[config.mk]
export PLATFORM = sky130hd
export DESIGN_NAME = fifo_wr_master_flat
export DESIGN_NICKNAME = d
export VERILOG_FILES = /design/src/verilog/fifo_wr_pkg.sv /design/src/verilog/fifo_wr_if.sv /design/src/verilog/fifo_wr_master.sv /design/src/verilog/stream_buf.sv /design/src/flat_wrapper.sv
export SDC_FILE = /design/constraint.sdc
export NUM_CORES = 1
export LEC_CHECK = 0
export ABC_AREA = 1
export ABC_CLOCK_PERIOD_IN_PS = 3900
export BUFFER_PORTS_ARGS = -buffer_cell sky130_fd_sc_hd__buf_2
export CAP_MARGIN = 20
export CORE_MARGIN = 8
export CORE_UTILIZATION = 61
export DETAILED_ROUTE_END_ITERATION = 8
export PLACE_DENSITY_LB_ADDON = 0.3
export SLEW_MARGIN = 20
export SYNTH_ARGS = -nofsm -noshare
export SYNTH_HDL_FRONTEND = slang
export SYNTH_SLANG_ARGS = --single-unit
export TNS_END_PERCENT = 10
[constraint.sdc]
create_clock -name i_clk -period 3.9 [get_ports i_clk]
set_clock_uncertainty 0.2 [all_clocks]
set_input_delay 0.195 -clock i_clk [delete_from_list [all_inputs] [get_ports i_clk]]
set_output_delay 0.195 -clock i_clk [all_outputs]
set_load 0.005 [all_outputs]
[src/verilog/fifo_wr_pkg.sv]
package fifo_wr_pkg;
    // Data bus and FIFO select widths
    localparam int DATA_W = 8;
    localparam int SEL_W = 2;
    localparam int NUM_FIFOS = 4;
    // Depth of each endpoint FIFO inside the device
    localparam int EP_DEPTH = 16;
    localparam int PTR_W = 4;
    localparam int CNT_W = 5;
    // Depth of the user-side buffer in the master
    localparam int BUF_DEPTH = 16;
    // Strobe timing in ns, counted in cycles of the 4 ns clock
    localparam int CLK_NS = 4;
    localparam int SETUP_NS = 20;
    localparam int PULSE_LO_NS = 20;
    localparam int PULSE_HI_NS = 20;
    localparam int SETUP_CYC = (SETUP_NS + CLK_NS - 1) / CLK_NS;
    localparam int PULSE_LO_CYC = (PULSE_LO_NS + CLK_NS - 1) / CLK_NS;
    localparam int PULSE_HI_CYC = (PULSE_HI_NS + CLK_NS - 1) / CLK_NS;
    localparam int TIM_W = 4;
    // Reset values
    localparam logic [PTR_W-1:0] PTR_RST = 4'h0;
    localparam logic [CNT_W-1:0] CNT_RST = 5'h00;
endpackage : fifo_wr_pkg

[src/verilog/fifo_wr_if.sv]
`timescale 1ns/100ps
`default_nettype none
interface fifo_wr_if;
    // Active-low port select from the master
    logic port_select_n;
    // Write strobe and commit strobe, polarity set at both ends
    logic fifo_write_strobe;
    logic packet_commit_strobe;
    // Endpoint FIFO select and data bus
    logic [fifo_wr_pkg::SEL_W-1:0] fifo_select_lines;
    logic [fifo_wr_pkg::DATA_W-1:0] data;
    // Full flags per FIFO, driven by the device
    logic [fifo_wr_pkg::NUM_FIFOS-1:0] full_flags;
    modport device (
        input port_select_n, fifo_write_strobe, packet_commit_strobe,
        input fifo_select_lines, data,
        output full_flags
    );
    modport master (
        output port_select_n, fifo_write_strobe, packet_commit_strobe,
        output fifo_select_lines, data,
        input full_flags
    );
endinterface : fifo_wr_if
`default_nettype wire

[src/verilog/fifo_wr_master.sv]
`timescale 1ns/100ps
`default_nettype none
module fifo_wr_master (
    input wire logic i_clk,
    input wire logic i_rst,
    fifo_wr_if.master bus,
    input wire logic i_wr_active_high,
    input wire logic i_commit_active_high,
    input wire logic [fifo_wr_pkg::SEL_W-1:0] i_sel,
    input wire logic i_valid,
    output logic o_ready,
    input wire logic [fifo_wr_pkg::DATA_W-1:0] i_data,
    input wire logic i_last,
    output logic o_busy
);
    localparam int DW = fifo_wr_pkg::DATA_W;
    typedef enum logic [4:0] {
        S_IDLE = 5'h01,
        S_SETUP = 5'h02,
        S_LOW = 5'h04,
        S_HIGH = 5'h08,
        S_COMMIT = 5'h10
    } state_t;
    state_t st_q, st_d;
    logic [fifo_wr_pkg::TIM_W-1:0] tim_q, tim_d;
    logic [DW-1:0] dat_q, dat_d;
    logic last_q, last_d, sel_n_q, sel_n_d, wr_q, wr_d, cm_q, cm_d;
    logic [fifo_wr_pkg::SEL_W-1:0] fsel_q, fsel_d;
    logic b_valid, b_ready, b_last;
    logic [DW:0] b_word;

    // Buffer absorbs the user stream; it stalls while strobing
    stream_buf #(.WIDTH(DW + 1), .DEPTH(fifo_wr_pkg::BUF_DEPTH)) u_buf (
        .i_clk(i_clk),
        .i_rst(i_rst),
        .i_valid(i_valid),
        .o_ready(o_ready),
        .i_data({i_last, i_data}),
        .o_valid(b_valid),
        .i_ready(b_ready),
        .o_data(b_word)
    );
    assign b_last = b_word[DW];
    assign b_ready = (st_q == S_IDLE) && !bus.full_flags[i_sel];

    // Strobe sequencer
    always_comb begin
        st_d = st_q;
        tim_d = tim_q;
        dat_d = dat_q;
        last_d = last_q;
        sel_n_d = sel_n_q;
        fsel_d = fsel_q;
        wr_d = 1'b0;
        cm_d = 1'b0;
        case (st_q)
            S_IDLE: begin
                if (b_valid && b_ready) begin
                    dat_d = b_word[DW-1:0];
                    last_d = b_last;
                    fsel_d = i_sel;
                    sel_n_d = 1'b0;
                    tim_d = fifo_wr_pkg::SETUP_CYC[3:0];
                    st_d = S_SETUP;
                end
            end
            S_SETUP: begin
                tim_d = tim_q - 1'b1;
                if (tim_q == 4'h1) begin
                    tim_d = fifo_wr_pkg::PULSE_LO_CYC[3:0];
                    st_d = S_LOW;
                end
            end
            S_LOW: begin
                wr_d = 1'b1;
                tim_d = tim_q - 1'b1;
                if (tim_q == 4'h1) begin
                    tim_d = fifo_wr_pkg::PULSE_HI_CYC[3:0];
                    st_d = S_HIGH;
                end
            end
            S_HIGH: begin
                tim_d = tim_q - 1'b1;
                if (tim_q == 4'h1) begin
                    tim_d = fifo_wr_pkg::PULSE_LO_CYC[3:0];
                    st_d = last_q ? S_COMMIT : S_IDLE;
                end
            end
            S_COMMIT: begin
                cm_d = 1'b1;
                tim_d = tim_q - 1'b1;
                if (tim_q == 4'h1) begin
                    st_d = S_IDLE;
                end
            end
            default: st_d = S_IDLE;
        endcase
    end

    // Register sequencer state
    always_ff @(posedge i_clk or posedge i_rst) begin
        if (i_rst) begin
            st_q <= S_IDLE;
            tim_q <= 4'h0;
            dat_q <= 8'h00;
            last_q <= 1'b0;
            sel_n_q <= 1'b1;
            fsel_q <= 2'h0;
            wr_q <= 1'b0;
            cm_q <= 1'b0;
        end else begin
            st_q <= st_d;
            tim_q <= tim_d;
            dat_q <= dat_d;
            last_q <= last_d;
            sel_n_q <= sel_n_d;
            fsel_q <= fsel_d;
            wr_q <= wr_d;
            cm_q <= cm_d;
        end
    end

    // Strobe pins apply the chosen polarity; every pin comes from a flopped level
    assign bus.port_select_n = sel_n_q;
    assign bus.fifo_select_lines = fsel_q;
    assign bus.data = dat_q;
    assign bus.fifo_write_strobe = wr_q ~^ i_wr_active_high;
    assign bus.packet_commit_strobe = cm_q ~^ i_commit_active_high;
    assign o_busy = (st_q != S_IDLE);
endmodule : fifo_wr_master
`default_nettype wire

[src/verilog/stream_buf.sv]
`timescale 1ns/100ps
`default_nettype none
module stream_buf #(
    parameter int WIDTH = 9,
    parameter int DEPTH = 16
) (
    input wire logic i_clk,
    input wire logic i_rst,
    input wire logic i_valid,
    output logic o_ready,
    input wire logic [WIDTH-1:0] i_data,
    output logic o_valid,
    input wire logic i_ready,
    output logic [WIDTH-1:0] o_data
);
    localparam int AW = $clog2(DEPTH);
    // Storage array, one word per entry
    logic [WIDTH-1:0] mem [DEPTH];
    logic [AW-1:0] wp_q, wp_d, rp_q, rp_d;
    logic [AW:0] cnt_q, cnt_d;
    logic push, pop;

    // Honest flags straight from the fill count
    assign o_ready = (cnt_q != DEPTH[AW:0]);
    assign o_valid = (cnt_q != '0);
    assign o_data = mem[rp_q];
    assign push = i_valid && o_ready;
    assign pop = o_valid && i_ready;

    // Next pointers and count
    always_comb begin
        wp_d = push ? wp_q + 1'b1 : wp_q;
        rp_d = pop ? rp_q + 1'b1 : rp_q;
        cnt_d = cnt_q + {{AW{1'b0}}, push} - {{AW{1'b0}}, pop};
    end

    // Register pointers
    always_ff @(posedge i_clk or posedge i_rst) begin
        if (i_rst) begin
            wp_q <= '0;
            rp_q <= '0;
            cnt_q <= '0;
        end else begin
            wp_q <= wp_d;
            rp_q <= rp_d;
            cnt_q <= cnt_d;
        end
    end

    // Memory has no reset; only written words are ever read
    always_ff @(posedge i_clk) begin
        if (push) begin
            mem[wp_q] <= i_data;
        end
    end
endmodule : stream_buf
`default_nettype wire
[src/flat_wrapper.sv]
// flat-port wrapper written by rule: the top's interface ports become plain ports
module fifo_wr_master_flat 
  (i_clk, i_rst, i_wr_active_high, i_commit_active_high, i_sel, i_valid, o_ready, i_data, i_last, o_busy, bus_port_select_n, bus_fifo_write_strobe, bus_packet_commit_strobe, bus_fifo_select_lines, bus_data, bus_full_flags);
  fifo_wr_if bus_i ();
  input wire logic i_clk;
  input wire logic i_rst;
  input wire logic i_wr_active_high;
  input wire logic i_commit_active_high;
  input wire logic [fifo_wr_pkg::SEL_W-1:0] i_sel;
  input wire logic i_valid;
  output logic o_ready;
  input wire logic [fifo_wr_pkg::DATA_W-1:0] i_data;
  input wire logic i_last;
  output logic o_busy;
  output wire logic [$bits(bus_i.port_select_n)-1:0] bus_port_select_n;
  output wire logic [$bits(bus_i.fifo_write_strobe)-1:0] bus_fifo_write_strobe;
  output wire logic [$bits(bus_i.packet_commit_strobe)-1:0] bus_packet_commit_strobe;
  output wire logic [$bits(bus_i.fifo_select_lines)-1:0] bus_fifo_select_lines;
  output wire logic [$bits(bus_i.data)-1:0] bus_data;
  input wire logic [$bits(bus_i.full_flags)-1:0] bus_full_flags;
  assign bus_port_select_n = bus_i.port_select_n;
  assign bus_fifo_write_strobe = bus_i.fifo_write_strobe;
  assign bus_packet_commit_strobe = bus_i.packet_commit_strobe;
  assign bus_fifo_select_lines = bus_i.fifo_select_lines;
  assign bus_data = bus_i.data;
  assign bus_i.full_flags = bus_full_flags;
  fifo_wr_master u_core (.i_clk(i_clk), .i_rst(i_rst), .bus(bus_i), .i_wr_active_high(i_wr_active_high), .i_commit_active_high(i_commit_active_high), .i_sel(i_sel), .i_valid(i_valid), .o_ready(o_ready), .i_data(i_data), .i_last(i_last), .o_busy(o_busy));
endmodule
==> impl_metrics.ini, run 1 <==
[status]
outcome = completed

[setup_path]
worst_setup_path_start_kind = register
critPathArrivalTime_ps = 3420
critical_path_buf_inv_count = 3
worst-path-max-fanout = 17
crit_path_end_kind = register
crit_family = adder cells
cp_slowest_cell = nor3_4
max_stage_delay_ps = 460
critPathRequiredTime_ps = 4010
path_cells = inv_1 -> ha_1 -> nand4_1 -> nand2_1 -> nor3_4 -> ha_1 -> inv_1 -> ha_1 -> inv_1 -> fa_1 -> o21ai_0 -> a21oi_1 -> xor2_1
worstSetupPathType = reg2reg

[sta]
tightest_slew_ps = 1091
post-route-min-period_ps = 3305
rsz0062_at_grt = false
post-route-period-util = 0.8474
setup_viol = 0
slew_viol_final = 0
hold_ws_ps = 189.6
fin_setup_tns_ps = 0
timing.fmax_mhz = 302.6
slew_headroom = 0.2697
finalHoldViolations = 0

[clock_tree]
numCtsBuffers = 17
clockBufferDepth = 2
clkTransAtPathRegs_ps = 70
post_cts_buffers = 0
cts_tree = yes
cts_sinks = 180
cts_root_buffer = clkbuf_16
insertion_delay_ps = 430
htreeDepth = 4

[grt]
grt_antenna_before_repair = 0
grt_pass1_wl_mm = 27.81
grt.overflow.total = 0
grt_usage = 0.2048
grt_max_degree = 75
grt_pass1_vias = 5542

[synth]
yosysWarnings = 0
syn_area_um2 = 8137
seq_area_frac_synth = 0.6425
synthTopCellsByArea = edfxtp_1, nand2_1, dfrtp_1
synth_cell_type_count = 32
synth_top_area_cell = edfxtp_1
synth_nets = 858
synth.avg_cell_area_um2 = 9.874
synthDominantCellAreaShare = 0.5314
synthCells = 824
synth-seq-cells = 180

[place]
numPortBuffers = 34
dp_hpwl_mm = 10.79
gp_congestion = 0.8387

[pwr]
p_clk_frac = 0.252
p_comb_frac = 0.362
power.density_nw_per_um2 = 723.5
ir_worst_vdd_mv = 0.4164
swShare = 0.3744
leakagePower_nw = 4.182
switchingPower_mw = 2.477
p_seq_frac = 0.386
p_int_mw = 4.140

[die]
fp.dieW_um = 131.5
initial_utilization = 0.6193
fp.dieH_um = 131.5
die_area_um2 = 17290
io_pins = 35
rows = 42
fp.coreArea_um2 = 13140

[finish]
most-common-layout-cells = nand2_1, inv_1, edfxtp_1
final_layout_size_suffix_gt1_frac = 0.09205
fillers = 952
area_growth_pct = 12.41
final_common_cell = nand2_1
nNetsFinal = 901
antenna_cells = 0

[hold_path]
hold_path.class = in2reg

[routing]
routed_wl_mm = 17.25
drt-initial-drc-count = 544
drc_errors = 0
dr.pass1.iters = 5
ant_nets = 0
vias = 5642
avgViaCountPerCell = 5.343
wl_per_cell_um = 16.34

[run]
cap_viol_max_count = 0
[metal layers]
metal	GRT usage	vias to the layer above	share of wire
li1	-	2717	-
met1	0.2521	2671	0.41
met2	0.3420	215	0.49
met3	0.04649	39	0.073
met4	0.08679	0	0.023
met5	0	-	0
[power groups by stage]
stage	Sequential, mW	Combinational, mW	Clock, mW
global route	2.58	2.69	1.76
global placement	2.57	2.23	0
floorplan	2.56	1.73	0
detailed placement	2.59	2.34	0
CTS	2.55	2.38	1.68
finish	2.55	2.39	1.67
[area by class of cell]
cell class | instances | area (um2) | share of cell area
Clock buffer | 25 | 518.0 | 0.05663
Clock inverter | 7 | 68.82 | 0.007524
Inverter | 151 | 566.8 | 0.06197
Multi-Input combinational cell | 464 | 2198 | 0.2404
Sequential cell | 180 | 5229 | 0.5717
Tap cell | 176 | 220.2 | 0.02408
Timing Repair Buffer | 53 | 345.3 | 0.03776
[flip-flops by register name, indices dropped and copies added (netlist names)]
signal	count
u_core.bus.fifo_select_lines	2
u_core.st_q	5
u_core.cm_q	1
u_core.last_q	1
u_core.tim_q	4
u_core.u_buf.rp_q	4
u_core.u_buf.wp_q	4
u_core.u_buf.cnt_q	5
u_core.bus.port_select_n	1
u_core.u_buf.mem	144
u_core.bus.data	8
u_core.wr_q	1
[per-stage QoR]
| stage | total power, mW | worst slack (ps) | area [um2] | std cells | util |
|---|---|---|---|---|---|
| 2_1_floorplan | 4.281 | 1091 | 8137 | 824 | - |
| 3_3_place_gp | 4.805 | 863.7 | 8429 | 1011 | 0.6416 |
| 3_5_place_dp | 4.935 | 629.8 | 8429 | 1011 | 0.6416 |
| 4_1_cts | 6.614 | 576.4 | 9146 | 1056 | 0.6962 |
| 5_1_grt | 7.034 | 334.5 | 9146 | 1056 | 0.6962 |
| 6_report | 6.618 | 595.2 | 9146 | 1056 | 0.6962 |
[worst paths after layout]
| check | from | end | slack, ps | depth (start not counted) |
|---|---|---|---|---|
| worst max register to register | u_core.u_buf.cnt_q[2] | u_core.u_buf.cnt_q[4] | 600 | 13 |
| worst min-delay path | bus_full_flags[0] | u_core.bus.port_select_n | 190 | 7 |
| max in group asynchronous | i_rst | u_core.u_buf.rp_q[0] | 2910 | 4 |
| worst max-delay path | u_core.u_buf.cnt_q[2] | u_core.u_buf.cnt_q[4] | 600 | 13 |
| min in group asynchronous | i_rst | u_core.bus.fifo_select_lines[0] | 230 | 4 |
| worst min register to register | u_core.bus.port_select_n | u_core.bus.port_select_n | 240 | 2 |
[what timing repair did]
action,CTS,global route
hold buffers,13,0
resized for setup,0,0
hold endpoints to repair,181,0
[worst min-delay path, stage by stage]
cell,delay (ps)
buf_2,80
nand2_1,60
nand2_2,70
nand2_4,50
nand2_1,120
nor3_4,100
nor2_1,100
[cells by family (layout without fill, tap and decap cells)]
family,count (synthesis),after routing,share of synthesized area
compound gates,16,16,0.01015
flops,180,180,0.6425
buf+inv,180,236,0.08734
simple gates,421,421,0.2236
fa+ha+maj,14,14,0.02245
xor+xnor,13,13,0.01399
[cells in the mapped netlist]
master	count
nor3_4	1
inv_2	3
nand4_1	4
buf_2	13
clkbuf_1	12
o21ai_1	3
buf_1	1
fa_1	1
nand2_2	1
nand3_2	2
nor2_1	29
o21ai_0	9
xor2_1	10
buf_4	1
buf_6	2
inv_1	147
nand3_1	125
nand2_1	252
ha_1	13
a21oi_1	3
nand3b_1	1
xnor2_1	3
dfstp_2	2
nor2_2	1
edfxtp_1	144
o21bai_1	1
nand2_4	1
clkinv_1	1
nand2b_1	1
dfrtp_1	34
nor2_4	2
nand3_4	1
No activity file was read; power rests on OpenSTA's default activity.
==> run 2, diff against run 1 <==
- ABC_CLOCK_PERIOD_IN_PS: 3900 -> 2800
- CORE_UTILIZATION: 61 -> 55
- clock period: 3.9 -> 2.8 ns (I/O delays scaled with it)
==> impl_metrics.ini, run 2 (synthesis results as in run 1) <==
[run]
cap_viol_max_count = 0

[die]
die_area_um2 = 18940
rows = 44
fp.dieW_um = 137.6
fp.dieH_um = 137.6
fp.coreArea_um2 = 14480
io_pins = 35
initial_utilization = 0.5620

[sta]
finalHoldViolations = 0
post-route-min-period_ps = 2684
slew_viol_final = 0
tightest_slew_ps = 892.7
timing.fmax_mhz = 372.6
slew_headroom = 0.4042
setup_viol = 0
post-route-period-util = 0.9585
setup_slack_ps = 116.2

[pwr]
ir_worst_vdd_mv = 0.8000
power.density_nw_per_um2 = 1009
leakagePower_nw = 4.289

[finish]
most-common-layout-cells = nand2_1, inv_1, edfxtp_1
final_layout_size_suffix_gt1_frac = 0.1221
top_register = u_core.u_buf.mem
area_growth_pct = 14.85
final_common_cell = nand2_1
nNetsFinal = 922
fin_area_um2 = 9345
antenna_cells = 0
largest_register_ffs = 144

[routing]
wl_per_cell_um = 16.30
ant_nets = 0
drt-initial-drc-count = 546
vias = 5582
drc_errors = 0
avgViaCountPerCell = 5.145
routed_wl_mm = 17.69
dr.pass1.iters = 5

[clock_tree]
cts_tree = yes
insertion_delay_ps = 430
cts_sinks = 180
cts_root_buffer = clkbuf_16
clockBufferDepth = 2
clkTransAtPathRegs_ps = 60
htreeDepth = 4
numCtsBuffers = 17

[place]
place_ws_ps = 30.50
dpl_cell_area_um2 = 8610
gp_congestion = 0.8323
numPortBuffers = 34
dp_hpwl_mm = 10.80

[setup_path]
critPathRequiredTime_ps = 2910
crit_path_end_kind = register
worst-path-max-fanout = 5
worstSetupPathType = reg2reg
worst_setup_path_start_kind = register
critPathArrivalTime_ps = 2790

[grt]
grt.overflow.total = 0
grt_max_degree = 75
grt_pass1_vias = 5336
grt_antenna_before_repair = 0
grt_usage = 0.1970
grt_pass1_wl_mm = 27.82

[status]
outcome = completed

[hold_path]
hold_path.class = in2reg
## run 2: power by group
part,switching (mW),total [mW],leakage [nW],internal (mW)
clock network,1.02,2.34,0.275,1.32
registers,0.254,3.59,1.74,3.34
logic,2.32,3.49,2.27,1.18
## run 2: worst paths after layout
check	slack, ps	depth (start not counted)	to	startpoint
max in group asynchronous	1340	4	u_core.st_q[0]	i_rst
max	120	12	u_core.u_buf.cnt_q[4]	u_core.st_q[0]
min in group asynchronous	250	3	u_core.u_buf.cnt_q[1]	i_rst
max reg2reg	120	12	u_core.u_buf.cnt_q[4]	u_core.st_q[0]
min reg2reg	240	2	u_core.bus.port_select_n	u_core.bus.port_select_n
min	170	8	u_core.st_q[2]	bus_full_flags[0]
## run 2: worst max-delay path, stage by stage, from the launching register on
cell and delay [ps]:
dfstp_2 540, inv_1 60, nor2_4 90, nand3_4 110
nor3_4 220, ha_1 250, inv_1 70, ha_2 170
inv_1 70, fa_2 420, o21ai_2 130, a21oi_1 80
xor2_1 140
## run 2: final cells by class
type | count | area [um2]
multi-input cells | 464 | 2210
inverters | 151 | 566.8
clock buffers | 18 | 429.2
clock inverters | 14 | 152.6
fillers | 1094 | 5134
flip-flops and latches | 180 | 5229
well taps | 184 | 230.2
repair buffers | 74 | 528.0
## run 2: layer usage
layer,track usage,wire [um]
met5,0,0
met4,0.08147,502
met3,0.04996,1203
met2,0.3156,8910
met1,0.2504,7068
## run 2: timing repair
action	CTS	global route
hold buffers	13	0
endpoints found under the setup margin	0	1
gates resized for setup	0	3
endpoints found under the hold margin	167	0
buffers inserted	0	2
## run 2: through the flow
step / instances / setup TNS [ps] / util / hold slack, ps / power (mW)
finish: 1085 / 0 / 0.6454 / 167.8 / 9.426
global route: 1085 / -48.75 / 0.6454 / 222.7 / 10.05
CTS: 1083 / 0 / 0.6438 / 162.6 / 9.393
detailed placement: 1038 / 0 / 0.5946 / 175.9 / 7.038
global placement: 1038 / 0 / 0.5946 / 157.8 / 6.945
floorplan: 824 / 0 / - / 38.87 / 5.963
==> run 3, diff against run 2 <==
- ABC_CLOCK_PERIOD_IN_PS: 2800 -> 3300
- CORE_UTILIZATION: 55 -> 65
- clock period: 2.8 -> 3.3 ns (I/O delays scaled with it)
==> impl_metrics.ini, run 3 (synthesis results as in run 1) <==
[finish]
most-common-layout-cells = nand2_1, inv_1, edfxtp_1
instances_no_fill = 1056
fin_area_um2 = 9138
largest_register_ffs = 144
multi_input_area_um2 = 2198
fillers = 833
final_common_cell = nand2_1
fin_util = 0.7360
final_layout_size_suffix_gt1_frac = 0.09389
top_register = u_core.u_buf.mem
antenna_cells = 0
regArea_um2 = 5229
area_growth_pct = 12.30
nNetsFinal = 905

[clock_tree]
post_cts_buffers = 0
numCtsBuffers = 17
cts_sinks = 180
htreeDepth = 4
cts_tree = yes
insertion_delay_ps = 430
clockBufferDepth = 2
cts_resized = 0
cts_root_buffer = clkbuf_16
hold_buffers = 13
clkTransAtPathRegs_ps = 60

[die]
fp.dieH_um = 127.9
rows = 41
die_area_um2 = 16350
initial_utilization = 0.6554
io_pins = 35
fp.coreArea_um2 = 12410
fp.dieW_um = 127.9

[grt]
grt_pass1_wl_mm = 28.33
grt_max_degree = 75
grt_usage = 0.2290
grt_antenna_before_repair = 0
grt.overflow.total = 0
grt_pass1_vias = 5769

[pwr]
switchingPower_mw = 2.934
swShare = 0.3776
power.total_mw = 7.771
ir_worst_vdd_mv = 0.4530
p_seq_frac = 0.390
p_clk_frac = 0.244
leakagePower_nw = 4.177
p_comb_frac = 0.366
p_int_mw = 4.837
power.density_nw_per_um2 = 850.5

[sta]
setup_viol = 0
rsz0062_at_grt = false
slew_headroom = 0.3892
tightest_slew_ps = 912.8
post-route-period-util = 0.8388
slew_viol_final = 0
timing.fmax_mhz = 361.3
hold_ws_ps = 177.4
setup_slack_ps = 531.9
post-route-min-period_ps = 2768
finalHoldViolations = 0
fin_setup_tns_ps = 0

[setup_path]
path_cells = inv_1 -> ha_1 -> nand4_1 -> nand2_1 -> nor3_4 -> ha_1 -> inv_1 -> ha_1 -> inv_1 -> fa_1 -> o21ai_0 -> a21oi_1 -> xor2_1
critPathRequiredTime_ps = 3410
cp_slowest_cell = fa_1
worst-path-max-fanout = 2
max_stage_delay_ps = 430
worstSetupPathType = reg2reg
critPathArrivalTime_ps = 2880
worst_setup_path_start_kind = register
crit_path_end_kind = register

[routing]
avgViaCountPerCell = 5.418
drc_errors = 0
wl_per_cell_um = 16.59
dr.pass1.iters = 8
ant_nets = 0
vias = 5721
routed_wl_mm = 17.52
drt-initial-drc-count = 728

[place]
dp_hpwl_mm = 11.21
dp_cells = 1011
numPortBuffers = 34
gp_congestion = 0.9211
dpl_cell_area_um2 = 8454
place_ws_ps = 544.0

[status]
outcome = completed

[run]
cap_viol_max_count = 0

[hold_path]
hold_path.class = in2async
-- run 3: cell types whose count changed in the layout (fill, tap and decap cells not counted), moves of 2 or more --
cell | before | now
buf_12 | 2 | 0
buf_4 | 25 | 10
clkbuf_1 | 1 | 5
inv_6 | 4 | 0
clkinv_1 | 2 | 4
-- run 3: final timing paths --
path | cells after the start | start | slack, ps | end
max | 13 | u_core.u_buf.cnt_q[3] | 530 | u_core.u_buf.cnt_q[4]
min | 4 | i_rst | 180 | u_core.tim_q[3]
max reg2reg | 13 | u_core.u_buf.cnt_q[3] | 530 | u_core.u_buf.cnt_q[4]
min reg2reg | 2 | u_core.bus.port_select_n | 240 | u_core.bus.port_select_n
max in group asynchronous | 4 | i_rst | 2380 | u_core.u_buf.rp_q[0]
min in group i_clk | 5 | bus_full_flags[3] | 210 | u_core.st_q[0]
-- run 3: cell type report --
cell class	count	area share
Inverter	151	0.06203
Clock buffer	22	0.04861
Multi-Input combinational cell	464	0.2406
Timing Repair Buffer	57	0.04108
Tap cell	172	0.02355
Sequential cell	180	0.5722
Clock inverter	10	0.01191
-- run 3: critical path: cells and delay by family, from the launching register on --
family	cells	cell delay, ps
compound gates	2	300
xor+xnor	1	150
fa+ha+maj	4	1020
buf+inv	3	220
flops	1	400
simple gates	3	350
-- run 3: power groups by stage --
stage	registers, mW	logic, mW	clock network, mW
final	3.03	2.84	1.90
after global routing	3.06	3.19	2.00
after CTS	3.02	2.81	1.91
after detailed placement	3.07	2.77	0
after global placement	3.04	2.66	0
after floorplan	3.02	2.04	0
-- run 3: layer usage --
layer / track usage / vias to the layer above / wire length (um)
met5: 0 / - / 0
met4: 0.1119 / 0 / 464
met3: 0.05699 / 44 / 1331
met2: 0.3721 / 252 / 8551
met1: 0.2817 / 2710 / 7176
li1: - / 2715 / -
